`src/pkg/cbu_pkg.sv`:
```
package cbu_pkg;
  // Branch kind codes presented by the instruction decoder
  localparam logic [3:0] KIND_JUMP_ON_CARRY_SET = 4'h0;
  localparam logic [3:0] KIND_JUMP_ON_CARRY_CLEAR = 4'h1;
  localparam logic [3:0] KIND_JUMP_ON_UNSIGNED_SAME_OR_HIGHER = 4'h2;
  localparam logic [3:0] KIND_JUMP_ON_UNSIGNED_LOWER = 4'h3;
  localparam logic [3:0] KIND_JUMP_ON_NEGATIVE = 4'h4;
  localparam logic [3:0] KIND_JUMP_ON_POSITIVE = 4'h5;
  localparam logic [3:0] KIND_JUMP_ON_SIGNED_GE = 4'h6;
  localparam logic [3:0] KIND_JUMP_ON_SIGNED_LT = 4'h7;
  localparam logic [3:0] KIND_JUMP_ON_HALF_CARRY_SET = 4'h8;

  // Flag vector layout {h, v, n, c}
  localparam int FLAG_C = 0;
  localparam int FLAG_N = 1;
  localparam int FLAG_V = 2;
  localparam int FLAG_H = 3;

  // Register byte addresses
  localparam logic [7:0] ADDR_CTRL = 8'h00;
  localparam logic [7:0] ADDR_STATUS = 8'h04;
  localparam logic [7:0] ADDR_TAKEN_CNT = 8'h08;
  localparam logic [7:0] ADDR_EXEC_CNT = 8'h0c;

  // Field positions
  localparam int CTRL_ENABLE = 0;
  localparam int STAT_BUSY = 0;
  localparam int STAT_LAST_TAKEN = 1;
  localparam int STAT_BAD_KIND = 2;
  localparam int STAT_KIND_LSB = 8;

  localparam logic CTRL_ENABLE_RST = 1'b1;
  localparam logic [1:0] RESP_OKAY = 2'b00;
  localparam logic [1:0] RESP_SLVERR = 2'b10;

  localparam int CYC_NOT_TAKEN = 1;
  localparam int CYC_TAKEN = 2;

  typedef enum logic [0:0] {CBU_IDLE, CBU_SECOND} cbu_state_t;
endpackage : cbu_pkg

```
`src/logic/cbu_branch_unit.sv`:
```
// The implementer's own choices: the register addresses and the AXI4-Lite interface to the registers.
`timescale 1ns/1ps
// Summary of operation
// - Carry-set jumps only when carry is one; carry-clear only when carry is zero.
// - Unsigned same-or-higher jumps when carry is zero, like carry-clear.
// - Lower jumps on carry one; negative on N one; positive on N zero.
// - Signed greater-or-equal jumps when N xor V is zero.
// - Signed less-than jumps when N xor V is one.
// - Half-carry-set jumps when H is one, else falls through.
// - Taken target is PC plus offset plus one; otherwise PC plus one.
// - Each of these jumps takes one or two cycles by outcome.
// - No status flag is altered by these jumps.
module cbu_branch_unit import cbu_pkg::*; #(
  parameter int PC_W = 16,
  parameter int OFFSET_W = 7
) (
  input wire logic aclk,
  input wire logic aresetn,
  input wire logic br_valid,
  input wire logic [3:0] br_kind,
  input wire logic [OFFSET_W-1:0] br_offset,
  input wire logic [PC_W-1:0] pc_in,
  input wire logic [3:0] flags_in,
  output logic pc_load,
  output logic [PC_W-1:0] pc_target,
  output logic flush,
  output logic done,
  output logic taken,
  output logic busy,
  output logic [3:0] flags_out,
  input wire logic [7:0] s_axi_awaddr,
  input wire logic s_axi_awvalid,
  output logic s_axi_awready,
  input wire logic [31:0] s_axi_wdata,
  input wire logic [3:0] s_axi_wstrb,
  input wire logic s_axi_wvalid,
  output logic s_axi_wready,
  output logic [1:0] s_axi_bresp,
  output logic s_axi_bvalid,
  input wire logic s_axi_bready,
  input wire logic [7:0] s_axi_araddr,
  input wire logic s_axi_arvalid,
  output logic s_axi_arready,
  output logic [31:0] s_axi_rdata,
  output logic [1:0] s_axi_rresp,
  output logic s_axi_rvalid,
  input wire logic s_axi_rready
);
  cbu_state_t state;
  logic enable;
  logic bad_kind;
  logic [3:0] last_kind;
  logic [31:0] taken_cnt;
  logic [31:0] exec_cnt;
  logic accept;
  logic cond;
  logic kind_ok;
  logic [PC_W-1:0] calc_target;
  logic [PC_W-1:0] held_target;

  assign accept = br_valid && (state == CBU_IDLE) && enable;

  always_comb begin
    cond = 1'b0;
    kind_ok = 1'b1;
    case (br_kind)
      KIND_JUMP_ON_CARRY_SET: cond = flags_in[FLAG_C];
      KIND_JUMP_ON_CARRY_CLEAR: cond = !flags_in[FLAG_C];
      KIND_JUMP_ON_UNSIGNED_SAME_OR_HIGHER: cond = !flags_in[FLAG_C];
      KIND_JUMP_ON_UNSIGNED_LOWER: cond = flags_in[FLAG_C];
      KIND_JUMP_ON_NEGATIVE: cond = flags_in[FLAG_N];
      KIND_JUMP_ON_POSITIVE: cond = !flags_in[FLAG_N];
      KIND_JUMP_ON_SIGNED_GE: cond = !(flags_in[FLAG_N] ^ flags_in[FLAG_V]);
      KIND_JUMP_ON_SIGNED_LT: cond = flags_in[FLAG_N] ^ flags_in[FLAG_V];
      KIND_JUMP_ON_HALF_CARRY_SET: cond = flags_in[FLAG_H];
      default: kind_ok = 1'b0;
    endcase
  end

  // Sign extension before the add keeps backward jumps correct
  assign calc_target = pc_in + {{(PC_W-OFFSET_W){br_offset[OFFSET_W-1]}}, br_offset}
                       + PC_W'(1);

  always_ff @(posedge aclk) begin
    if (!aresetn) begin
      state <= CBU_IDLE;
      pc_load <= 1'b0;
      pc_target <= '0;
      held_target <= '0;
      flush <= 1'b0;
      done <= 1'b0;
      taken <= 1'b0;
      busy <= 1'b0;
    end else begin
      pc_load <= 1'b0;
      flush <= 1'b0;
      done <= 1'b0;
      case (state)
        CBU_IDLE: begin
          if (accept && cond) begin
            // The sequential word already fetched must not execute
            flush <= 1'b1;
            busy <= 1'b1;
            held_target <= calc_target;
            state <= CBU_SECOND;
          end else if (accept) begin
            pc_load <= 1'b1;
            pc_target <= pc_in + PC_W'(1);
            done <= 1'b1;
            taken <= 1'b0;
          end
        end
        CBU_SECOND: begin
          pc_load <= 1'b1;
          pc_target <= held_target;
          done <= 1'b1;
          taken <= 1'b1;
          busy <= 1'b0;
          state <= CBU_IDLE;
        end
        default: state <= CBU_IDLE;
      endcase
    end
  end

  // Flags pass back untouched; the status register sees no change
  always_ff @(posedge aclk) begin
    if (!aresetn) begin
      flags_out <= '0;
    end else if (accept) begin
      flags_out <= flags_in;
    end
  end

  // Register bus
  logic aw_held;
  logic w_held;
  logic [7:0] waddr;
  logic [31:0] wdata;
  logic [3:0] wstrb;
  logic do_write;
  logic next_aw_held;
  logic next_w_held;
  logic next_bvalid;
  logic next_rvalid;
  logic [31:0] rd_word;
  logic rd_ok;
  logic clr_bad;

  assign do_write = aw_held && w_held && !s_axi_bvalid;
  assign clr_bad = do_write && (waddr == ADDR_STATUS) && wstrb[0] && wdata[STAT_BAD_KIND];

  always_comb begin
    next_aw_held = aw_held;
    next_w_held = w_held;
    next_bvalid = s_axi_bvalid;
    if (s_axi_awvalid && s_axi_awready) next_aw_held = 1'b1;
    if (s_axi_wvalid && s_axi_wready) next_w_held = 1'b1;
    if (s_axi_bvalid && s_axi_bready) next_bvalid = 1'b0;
    if (do_write) begin
      next_aw_held = 1'b0;
      next_w_held = 1'b0;
      next_bvalid = 1'b1;
    end
    next_rvalid = s_axi_rvalid;
    if (s_axi_rvalid && s_axi_rready) next_rvalid = 1'b0;
    if (s_axi_arvalid && s_axi_arready) next_rvalid = 1'b1;
  end

  always_comb begin
    rd_word = 32'h0;
    rd_ok = 1'b1;
    if (s_axi_araddr == ADDR_CTRL) begin
      rd_word[CTRL_ENABLE] = enable;
    end else if (s_axi_araddr == ADDR_STATUS) begin
      rd_word[STAT_BUSY] = busy;
      rd_word[STAT_LAST_TAKEN] = taken;
      rd_word[STAT_BAD_KIND] = bad_kind;
      rd_word[STAT_KIND_LSB +: 4] = last_kind;
    end else if (s_axi_araddr == ADDR_TAKEN_CNT) begin
      rd_word = taken_cnt;
    end else if (s_axi_araddr == ADDR_EXEC_CNT) begin
      rd_word = exec_cnt;
    end else begin
      rd_ok = 1'b0;
    end
  end

  always_ff @(posedge aclk) begin
    if (!aresetn) begin
      aw_held <= 1'b0;
      w_held <= 1'b0;
      waddr <= '0;
      wdata <= '0;
      wstrb <= '0;
      s_axi_awready <= 1'b0;
      s_axi_wready <= 1'b0;
      s_axi_bvalid <= 1'b0;
      s_axi_bresp <= RESP_OKAY;
      s_axi_arready <= 1'b0;
      s_axi_rvalid <= 1'b0;
      s_axi_rdata <= '0;
      s_axi_rresp <= RESP_OKAY;
    end else begin
      aw_held <= next_aw_held;
      w_held <= next_w_held;
      s_axi_bvalid <= next_bvalid;
      s_axi_rvalid <= next_rvalid;
      s_axi_awready <= !next_aw_held && !next_bvalid;
      s_axi_wready <= !next_w_held && !next_bvalid;
      s_axi_arready <= !next_rvalid;
      if (s_axi_awvalid && s_axi_awready) waddr <= s_axi_awaddr;
      if (s_axi_wvalid && s_axi_wready) begin
        wdata <= s_axi_wdata;
        wstrb <= s_axi_wstrb;
      end
      if (do_write) begin
        s_axi_bresp <= (waddr == ADDR_CTRL || waddr == ADDR_STATUS) ? RESP_OKAY : RESP_SLVERR;
      end
      if (s_axi_arvalid && s_axi_arready) begin
        s_axi_rdata <= rd_word;
        s_axi_rresp <= rd_ok ? RESP_OKAY : RESP_SLVERR;
      end
    end
  end

  // Bookkeeping; an unknown kind never jumps and is flagged, set beats clear
  always_ff @(posedge aclk) begin
    if (!aresetn) begin
      enable <= CTRL_ENABLE_RST;
      bad_kind <= 1'b0;
      last_kind <= '0;
      taken_cnt <= '0;
      exec_cnt <= '0;
    end else begin
      if (do_write && waddr == ADDR_CTRL && wstrb[0]) enable <= wdata[CTRL_ENABLE];
      if (accept && !kind_ok) bad_kind <= 1'b1;
      else if (clr_bad) bad_kind <= 1'b0;
      if (accept) begin
        last_kind <= br_kind;
        exec_cnt <= exec_cnt + 32'h1;
      end
      if (accept && cond) taken_cnt <= taken_cnt + 32'h1;
    end
  end
endmodule : cbu_branch_unit

```
`config.mk`:
```
export PLATFORM = sky130hd
export DESIGN_NAME = cbu_branch_unit
export DESIGN_NICKNAME = d
export VERILOG_FILES = /design/src/pkg/cbu_pkg.sv /design/src/logic/cbu_branch_unit.sv
export SDC_FILE = /design/constraint.sdc
export NUM_CORES = 1
export LEC_CHECK = 0
export ABC_AREA = 1
export BUFFER_PORTS_ARGS = -buffer_cell sky130_fd_sc_hd__buf_4
export CELL_PAD_IN_SITES_DETAIL_PLACEMENT = 1
export CELL_PAD_IN_SITES_GLOBAL_PLACEMENT = 2
export CORE_UTILIZATION = 34
export CTS_BUF_LIST = sky130_fd_sc_hd__clkbuf_8
export CTS_CLUSTER_SIZE = 30
export DETAILED_ROUTE_END_ITERATION = 16
export MAX_ROUTING_LAYER = met4
export PLACE_DENSITY = 0.87
export SETUP_SLACK_MARGIN = 0.02
export SYNTH_ARGS = -nofsm -noshare
export SYNTH_HDL_FRONTEND = slang
export SYNTH_SLANG_ARGS = --single-unit
export TNS_END_PERCENT = 20
```
`constraint.sdc`:
```
create_clock -name aclk -period 3.21 [get_ports aclk]
set_input_delay 0.642 -clock aclk [delete_from_list [all_inputs] [get_ports aclk]]
set_output_delay 0.642 -clock aclk [all_outputs]
set_load 0.005 [all_outputs]
```
==> results of run 1 <==
==> metrics by stage <==
step | setup slack [ps] | std cells | utilization | hold slack (ps) | total power (W)
after floorplan | 1170 | 1499 | - | 399 | 0.00255
final | 1130 | 1985 | 0.408 | 400 | 0.00430
after CTS | 1140 | 1985 | 0.408 | 382 | 0.00435
after global placement | 715 | 1953 | 0.394 | 413 | 0.00279
after global routing | 990 | 1985 | 0.408 | 405 | 0.00450
after detailed placement | 672 | 1953 | 0.394 | 414 | 0.00280
==> per-layer routing <==
| layer | vias up | track usage |
|---|---|---|
| li1 | 4947 | - |
| met1 | 4608 | 0.294 |
| met2 | 141 | 0.398 |
| met3 | 22 | 0.0397 |
| met4 | 0 | 0.0427 |
| met5 | - | - |
==> report_power, final <==
group	leakage [nW]	switching, W	internal (W)
clock network	0.197	0.000961	0.000588
logic	2.89	0.000396	0.000233
registers	1.32	0.0000447	0.00208
==> how the worst min path moves through the flow <==
stage	to	slack, ps	cells past startpoint
after floorplan	s_axi_awready	400	1
final	waddr[4]	400	3
after detailed placement	s_axi_awready	410	1
after CTS	waddr[4]	380	3
after global placement	s_axi_awready	410	1
after global routing	flags_out[3]	410	3
==> layout by cell type (no fill, tap or decap), types with 4 or more instances in the layout <==
cell and count:
nand3_2 4, nor2_2 4, a21oi_2 20, inv_1 119, xor2_1 32, a21oi_1 111, ha_1 18, inv_6 5
nand4_1 12, nor3_1 21, inv_8 5, o21ai_0 53, dfxtp_1 162, o21ai_1 14, nor2_4 4, nand2_2 27
buf_4 134, nand2_1 520, nand3_1 84, o21bai_1 6, xnor2_1 9, inv_2 8, nor2_1 190, clkbuf_8 17
==> area by class of cell <==
type,instances,area [sq um]
fillers,3600,16000
multi-input cells,1154,5450
flip-flops and latches,162,3240
repair buffers,135,1030
inverters,130,489
well taps,372,465
clock buffers,17,234
clock inverters,15,158
==> worst reg2reg max path, cell delays in order (launching register included) <==
cell and delay, ps:
dfxtp_1 710, clkinv_1 210, nand2_2 350, nor2_4 90, nand2_2 100, nor2_2 50, nand2_1 110, nor2_2 70
nand2_1 60, nand2_1 50, nand2_1 50, nor2_1 40
==> state kept, by name, summed over array words and instances (netlist names), 2 cells and up <==
signal       cells
flags_out        4
last_kind        4
wdata            2
waddr            8
held_target     16
s_axi_rdata     32
taken_cnt       32
pc_target       16
exec_cnt        32
==> cell families after synthesis <==
family / count (synthesis) / synth area share
and+or+nand+nor: 880 / 0.388
xor gates and xnor gates: 41 / 0.0380
adders and majority gates: 19 / 0.0260
buffers and inverters: 183 / 0.0801
other: 1 / 0.000397
DFF: 162 / 0.343
AOI/OAI and AO/OA: 212 / 0.124
==> results.txt, run 1 <==
RePlAce Congestion -> 0.907
Postcts setup bufs -> 0
Ranking of synthesized cells by area -> dfxtp_1 (34%), nand2_1 (21%), nor2_1 (7.6%)
Mapped Area -> 0.00945 sq mm
H-tree depth -> 4
Register area share after synthesis -> 0.343
WS Path Type -> primary input to flip-flop
Worst Hold Class -> primary input to flip-flop
Buf/Inv on CP -> 2
Crit-path slowest cell -> o21ai_0
Num ports -> 157
Slew Limit Fails -> 0
CTS Buf Count -> 17
Initial antenna violation count -> 0
Final HPWL DP -> 24100 microns
Nets@finish -> 1710
Clk slew on worst S/H paths -> 120 ps
Clk root buf -> clkbuf_8
Reg2Reg Depth -> 11
Initial core utilization -> 0.349
Max_cap viols -> 0
Worst Max-Slew Pin Slew -> 736 ps
GRT overflow -> 0
Area leader, netlist -> dfxtp_1
PwrDens -> 389 mW/mm^2
Gr usage total -> 0.235
Port buffer count -> 121
Worst path depth -> 12
CORE AREA -> 0.0271 sq mm
Worst Skew -> 19.0 ps
Post-Syn Instances -> 1498
WL met1 -> 14800 microns
Leak Pwr -> 4.40 nW
Worst VDD drop -> 0.000209 V
FP Rows -> 60
Largest net degree at the start of global routing -> 55
R2r endpoint -> exec_cnt[19]
CP arrival -> 2510 ps
Antenna-violating nets left -> 0
Post-CTS Resized -> 0
DR pass1 iterations -> 5
X dimension of the die -> 169 microns
Highest Signal Layer -> met4
ANT cells -> 0
Vias/cell -> 4.90
Period utilization -> 0.647
Clock Sinks -> 162
Main flop type after synthesis -> dfxtp_1
Routed WL per cell -> 15.9 microns
Min Tclk post-route -> 2080 ps
Full die area -> 0.0285 sq mm
CP endpoint -> held_target[11]
Most frequent CP cell -> nand2_1
Area grow syn2layout -> 17.1%
Vias in the first global route -> 9824
Warnings, synthesis -> 0
Synth top area share -> 0.343
Post-synth EDFFs -> 0
Synth Area per Inst -> 6.31 sq um
Drt drc -> 0
Met3 WL -> 1150 microns
Crit path largest cell delay -> 530 ps
# setup viols final -> 0
Crit path launch type -> primary input
Asr flop ratio synth -> 0
Synthesis-stage register bit count -> 162
Setup TNS -> 0 ps
Library cells used by synthesis -> 41
CTS tree -> built
Initial DRC Count -> 392
Share of layout cells above drive strength 1 -> 0.149
Met2 wire len -> 15200 microns
RSZ-0062 raised after global routing -> no
Die height -> 169 microns
Relative slew slack -> 0.510
CP Max Fanout -> 10
CP cell instances -> buf_4 > ha_1 > nand2_1 > inv_1 > nand3_1 > o21ai_0 > nand2_1 > nand2_1 > nand2_1 > nand2_1 > nor2_1 > nor2_1
Hold_sp -> s_axi_awaddr[4]
CP startpoint -> br_offset[6]
Hold_buf cts -> 0
First-pass GRT wire length -> 51200 microns
Skew-Pair Late Insertion Delay -> 490 ps
Hold Violations, Final -> 0
Top-count cell post-synth -> nand2_1
R2r startpoint -> flush
Status -> finished, final reports clean
Maximum clock rate -> 482 MHz
Vias -> 9718
Critical Path End Type -> flip-flop
Total Routed Length -> 31500 microns
CP required -> 3640 ps
R2R setup slack -> 1200 ps
Commonest cells post-synth -> nand2_1 (520), nor2_1 (190), dfxtp_1 (162), inv_1 (119), a21oi_1 (111)
Finished Cell Area -> 0.0111 sq mm
Placed Area -> 0.0107 sq mm
Clock Path Buffers -> 2
Crit path max-delay family -> simple AND/OR/NAND/NOR gates
(Power assumes the default switching activity.)
==> inputs of run 2 (changes only) <==
Settings changed: CORE_UTILIZATION 34 to 31, PLACE_DENSITY 0.87 to 0.8.
Clock period 3.21 ns to 1.95 ns, I/O delays scaled along.
==> run 2 against run 1 <==
Compared with the run above:
- combinational power increased by 78%
- via count increased by 0.92%
- clock skew down 1.9 ps
- final area is 3.6% higher
- global-route usage is 1.2 points lower
- clock-buffer cell count increased by 1
- clock power is 75% higher
- critical path depth fell by 10
- hold slack got worse by 250 ps
- core utilization decreased by 2.4 points
- largest power group unchanged
- highest routed layer unchanged
==> results.txt, run 2 (synthesis results as in run 1) <==
Status -> finished, final reports clean
X dimension of the die -> 177 microns (+4.7%)
Grt met1 use -> 0.284 (-0.00950)
CP Max Fanout -> 18 (+8)
Switching part of the total -> 0.307 (-0.0193)
Maximum clock rate -> 549 MHz
Most frequent CP cell -> buf_4
Max_cap viols -> 0 (unchanged)
Vias in the first global route -> 10100 (+2.4%)
RSZ-0062 raised after global routing -> no
Clk root buf -> clkbuf_8
Met3 usage -> 0.0388 (-0.000988)
Total Routed Length -> 32500 microns (+3.1%)
Gr usage total -> 0.223 (-0.0117)
Routing usage on met2 -> 0.369 (-0.0295)
Commonest non-fill, non-tap cells in the layout -> nand2_1 (520), nor2_1 (188), buf_4 (169)
WS Path Type -> flip-flop to output pin
CTS Buf Count -> 17 (unchanged)
Initial antenna violation count -> 0 (unchanged)
Clk slew on worst S/H paths -> 110 ps (about the same)
Crit-path slowest cell -> dfxtp_1
Vias -> 9807 (+0.92%)
Routed WL per cell -> 15.9 microns (+0.26%)
Clock share of power -> 0.371 (+0.011)
Area grow syn2layout -> 21.4%
Num ports -> 157 (unchanged)
Final Core Density -> 0.385 (-0.0236)
First-pass GRT wire length -> 52800 microns (+3.1%)
Full die area -> 0.0312 sq mm (+9.6%)
Die height -> 177 microns (+4.7%)
Biggest regs -> exec_cnt x32, s_axi_rdata x32, taken_cnt x32
Initial DRC Count -> 453 (+16%)
Crit path largest cell delay -> 500 ps (-30 ps)
Hold Violations, Final -> 0 (unchanged)
Worst Hold Class -> primary input to flip-flop
CORE AREA -> 0.0298 sq mm (+9.9%)
CP cell instances -> buf_4 > buf_4
PwrDens -> 639 mW/mm^2 (+65%)
Period utilization -> 0.933
Clock Path Buffers -> 2 (unchanged)
Critical Path End Type -> output pin
Initial core utilization -> 0.317 (-0.0315)
GRT overflow -> 0 (unchanged)
Fillers -> 3961 (+10%)
Worst Skew -> 17.1 ps (-1.88 ps)
Clock Sinks -> 162 (unchanged)
Total net switching power -> 0.00225 W (+60%)
Final HPWL DP -> 25100 microns (+4.3%)
Slew Limit Fails -> 0 (unchanged)
Worst VDD drop -> 0.000437 V (+110%)
Port buffer count -> 121 (unchanged)
Area occupied by multi-input gates -> 0.00546 sq mm (+0.14%)
ANT cells -> 0 (unchanged)
CP arrival -> 1430 ps (-1080 ps)
Int Pwr -> 0.00508 W (+75%)
Nets@finish -> 1749 (+2.3%)
CP required -> 1560 ps (-2080 ps)
# setup viols final -> 0 (unchanged)
DR pass1 iterations -> 5 (unchanged)
Drt drc -> 0 (unchanged)
Most common cell after layout, fill and taps aside -> nand2_1
CTS tree -> built
FP Rows -> 63 (+5.0%)
Largest net degree at the start of global routing -> 38 (-31%)
Setup TNS -> 0 ps (unchanged)
Combinational fraction of design power -> 0.153 (+0.007)
Sequential Power Share -> 0.476 (-0.017)
GR peak layer -> met2
Skew-Pair Late Insertion Delay -> 490 ps (about the same)
Share of layout cells above drive strength 1 -> 0.172 (+0.0225)
Vias/cell -> 4.80 (-1.9%)
Crit path max-delay family -> flip-flops
H-tree depth -> 4 (unchanged)
Leak Pwr -> 4.61 nW (+4.8%)
Postcts setup bufs -> 0 (unchanged)
Buf/Inv on CP -> 2 (unchanged)
RePlAce Congestion -> 0.894 (-1.4%)
Antenna-violating nets left -> 0 (unchanged)
FF/Latch Area -> 0.00324 sq mm (about the same)
Min Tclk post-route -> 1820 ps
Crit path launch type -> flip-flop
Power, Total -> 0.00733 W (+70%)
[run 2: tightest hold or removal path, cell delays in order]
cell	delay, ps
buf_4	70
o21ai_0	70
nor2_1	70
[run 2: worst paths after layout]
| path | start | endpoint | slack, ps | cells after the start |
|---|---|---|---|---|
| setup / recovery | flush | flush | 130 | 2 |
| hold / removal | s_axi_awaddr[6] | waddr[6] | 150 | 3 |
| setup reg to reg | taken_cnt[0] | taken_cnt[28] | 220 | 9 |
| hold reg to reg | aw_held | s_axi_awready | 420 | 1 |
[run 2: layout make-up]
cell class / instances / area share
Multi-Input combinational cell: 1154 / 0.476
Sequential cell: 162 / 0.283
Clock buffer: 18 / 0.0216
Tap cell: 390 / 0.0426
Clock inverter: 14 / 0.0145
Inverter: 130 / 0.0428
Timing Repair Buffer: 174 / 0.119
[run 2: power groups by stage]
| stage | clock, W | sequential (W) | combinational, W |
|---|---|---|---|
| floorplan | 0 | 0.00355 | 0.000641 |
| global placement | 0 | 0.00356 | 0.00112 |
| detailed placement | 0 | 0.00356 | 0.00114 |
| CTS | 0.00281 | 0.00349 | 0.00114 |
| global route | 0.00295 | 0.00350 | 0.00127 |
| finish | 0.00272 | 0.00349 | 0.00112 |
[run 2: repair_timing]
item,4_1_cts,5_1_grt
hold buffers,0,0
setup endpoints to repair,0,5
gates resized for setup,0,4
[run 2: metal layers]
metal	routed length (microns)	part of all wire	vias to the layer above
met3	1160	0.036	22
met4	313	0.0096	0
li1	-	-	5017
met1	15500	0.48	4627
met2	15500	0.48	141
met5	0	0	-
[run 2: metrics by stage]
step	hold WS, ps	instance area [sq um]	setup WS, ps	instances
3_3_place_gp	416	11000	-136	2010
4_1_cts	121	11500	89.1	2042
3_5_place_dp	421	11000	-174	2010
6_report	146	11500	130	2042
2_1_floorplan	399	9450	161	1499
5_1_grt	118	11500	48.4	2042
==> inputs of run 3 (changes only) <==
==> constraint.sdc (replaced) <==
create_clock -name aclk -period 1.95 [get_ports aclk]
set_input_delay 0.4875 -clock aclk [delete_from_list [all_inputs] [get_ports aclk]]
set_output_delay 0.4875 -clock aclk [all_outputs]
set_load 0.005 [all_outputs]
==> run 3 against run 2 <==
Compared with the run above:
- clock-buffer cell count did not move
- setup slack got worse by 28 ps
- cell count rose by 0.88%
- die area did not move
- clock power fell by 5%
- global-route usage rose by 0.27 points
- flip-flop and latch count did not move
- clock skew rose by 4.1 ps
- wire length rose by 1.3%
- largest cell class unchanged
==> results.txt, run 3 (synthesis results as in run 1) <==
Status -> finished, final reports clean
Skew-Pair Late Insertion Delay -> 490 ps (about the same)
R2R setup slack -> 190 ps (-30 ps)
Biggest regs -> exec_cnt x32, s_axi_rdata x32, taken_cnt x32
Die height -> 177 microns (unchanged)
Crit path launch type -> flip-flop
Switching part of the total -> 0.299 (-0.00762)
Sequential Power Share -> 0.481 (+0.005)
Full die area -> 0.0312 sq mm (unchanged)
# setup viols final -> 0 (unchanged)
Hold Violations, Final -> 0 (unchanged)
Share of layout cells above drive strength 1 -> 0.179 (+0.00713)
CTS tree -> built
CTS Buf Count -> 17 (unchanged)
R2r startpoint -> exec_cnt[0]
CP arrival -> 1360 ps (-70 ps)
Commonest non-fill, non-tap cells in the layout -> nand2_1 (520), nor2_1 (189), buf_4 (184)
Total Routed Length -> 32900 microns (+1.3%)
Reg2Reg Depth -> 8 (-1)
Clock Sinks -> 162 (unchanged)
Clk root buf -> clkbuf_8
Vias -> 9879 (+0.73%)
Area grow syn2layout -> 23.2%
ANT cells -> 0 (unchanged)
Cell Count, Final, Fillers Out -> 2060 (+0.88%)
Worst Hold Class -> primary input to flip-flop
Min Tclk post-route -> 1850 ps (+27.8 ps)
Clock share of power -> 0.355 (-0.016)
Inst Count DP -> 2030 (+1.0%)
Combinational fraction of design power -> 0.164 (+0.011)
WS Path Type -> flip-flop to output pin
Fillers -> 3958 (-0.076%)
GRT overflow -> 0 (unchanged)
Port buffer count -> 121 (unchanged)
Critical Path End Type -> output pin
Final HPWL DP -> 25700 microns (+2.3%)
Total net switching power -> 0.00217 W (-3.4%)
Worst Skew -> 21.2 ps (+4.09 ps)
CORE AREA -> 0.0298 sq mm (unchanged)
Slew Limit Fails -> 0 (unchanged)
FF/Latch Area -> 0.00324 sq mm (about the same)
R2r endpoint -> exec_cnt[20]
Gr usage total -> 0.226 (+0.00274)
Vias in the first global route -> 10100 (+0.17%)
Worst VDD drop -> 0.000440 V (+0.78%)
Vias/cell -> 4.80 (-0.15%)
Power, Total -> 0.00726 W (-0.97%)
X dimension of the die -> 177 microns (unchanged)
Initial antenna violation count -> 0 (unchanged)
H-tree depth -> 4 (unchanged)
Area occupied by multi-input gates -> 0.00546 sq mm (unchanged)
Maximum clock rate -> 541 MHz (-1.5%)
FP Rows -> 63 (unchanged)
PwrDens -> 624 mW/mm^2 (-2.4%)
CP startpoint -> flush
RePlAce Congestion -> 0.861 (-3.7%)
Antenna-violating nets left -> 0 (unchanged)
DR pass1 iterations -> 4 (-1)
Most common cell after layout, fill and taps aside -> nand2_1
Num ports -> 157 (unchanged)
First-pass GRT wire length -> 53200 microns (+0.85%)
RSZ-0062 raised after global routing -> yes
Initial core utilization -> 0.317 (unchanged)
Initial DRC Count -> 419 (-7.5%)
Max_cap viols -> 0 (unchanged)
Setup TNS -> 0 ps (unchanged)
Clk slew on worst S/H paths -> 90 ps (-20 ps)
Clock Path Buffers -> 2 (unchanged)
Int Pwr -> 0.00509 W (+0.11%)
CP Max Fanout -> 18 (unchanged)
Largest net degree at the start of global routing -> 43 (+13%)
Postcts setup bufs -> 0 (unchanged)
Leak Pwr -> 4.72 nW (+2.3%)
Drt drc -> 0 (unchanged)
CP required -> 1460 ps (-100 ps)
CP endpoint -> flush
Routed WL per cell -> 16.0 microns (+0.37%)
Period utilization -> 0.948 (+0.0142)
Nets@finish -> 1769 (+1.1%)
run 3: how the worst min path moves through the flow:
stage | startpoint | endpoint | slack, ps | cells after the start
after floorplan | aw_held | s_axi_awready | 400 | 1
after global placement | aw_held | s_axi_awready | 410 | 1
after detailed placement | w_held | s_axi_wready | 420 | 1
after CTS | s_axi_awaddr[6] | waddr[6] | 240 | 3
after global routing | s_axi_awaddr[4] | waddr[4] | 250 | 3
final | s_axi_awaddr[6] | waddr[6] | 270 | 3
run 3: final cells by class:
type / instances / share of cell area
well taps: 390 / 0.0419
flip-flops and latches: 162 / 0.279
repair buffers: 194 / 0.135
inverters: 130 / 0.0422
clock inverters: 12 / 0.0116
multi-input cells: 1154 / 0.469
clock buffers: 18 / 0.0213
run 3: worst max-delay path, stage by stage (launching register included):
cell and delay [ps]:
dfxtp_1 510, buf_6 240, buf_4 140
run 3: repair_timing:
item,CTS,global route
endpoints found under the setup margin,1,6
resized for setup,1,2
hold buffers,0,0
gates cloned,0,0
run 3: power groups by stage:
stage / Sequential (W) / Clock (W) / Combinational [W]
3_3_place_gp: 0.00356 / 0 / 0.00118
2_1_floorplan: 0.00355 / 0 / 0.000641
4_1_cts: 0.00349 / 0.00266 / 0.00121
5_1_grt: 0.00350 / 0.00282 / 0.00133
6_report: 0.00349 / 0.00258 / 0.00119
3_5_place_dp: 0.00356 / 0 / 0.00121
run 3: per-stage QoR:
| step | util | cell area (sq um) | setup WS [ps] | hold slack, ps |
|---|---|---|---|---|
| 6_report | 0.390 | 11600 | 102 | 275 |
| 5_1_grt | 0.390 | 11600 | 3.43 | 252 |
| 4_1_cts | 0.390 | 11600 | 42.1 | 239 |
| 3_5_place_dp | 0.377 | 11200 | -237 | 421 |
| 3_3_place_gp | 0.377 | 11200 | -212 | 414 |
| 2_1_floorplan | - | 9450 | 63.7 | 399 |
run 3: routing by layer:
metal | track usage | share of wire | wire [microns]
met1 | 0.277 | 0.46 | 15200
met2 | 0.383 | 0.49 | 16100
met3 | 0.0413 | 0.040 | 1330
met4 | 0.0492 | 0.010 | 339
met5 | - | 0 | 0
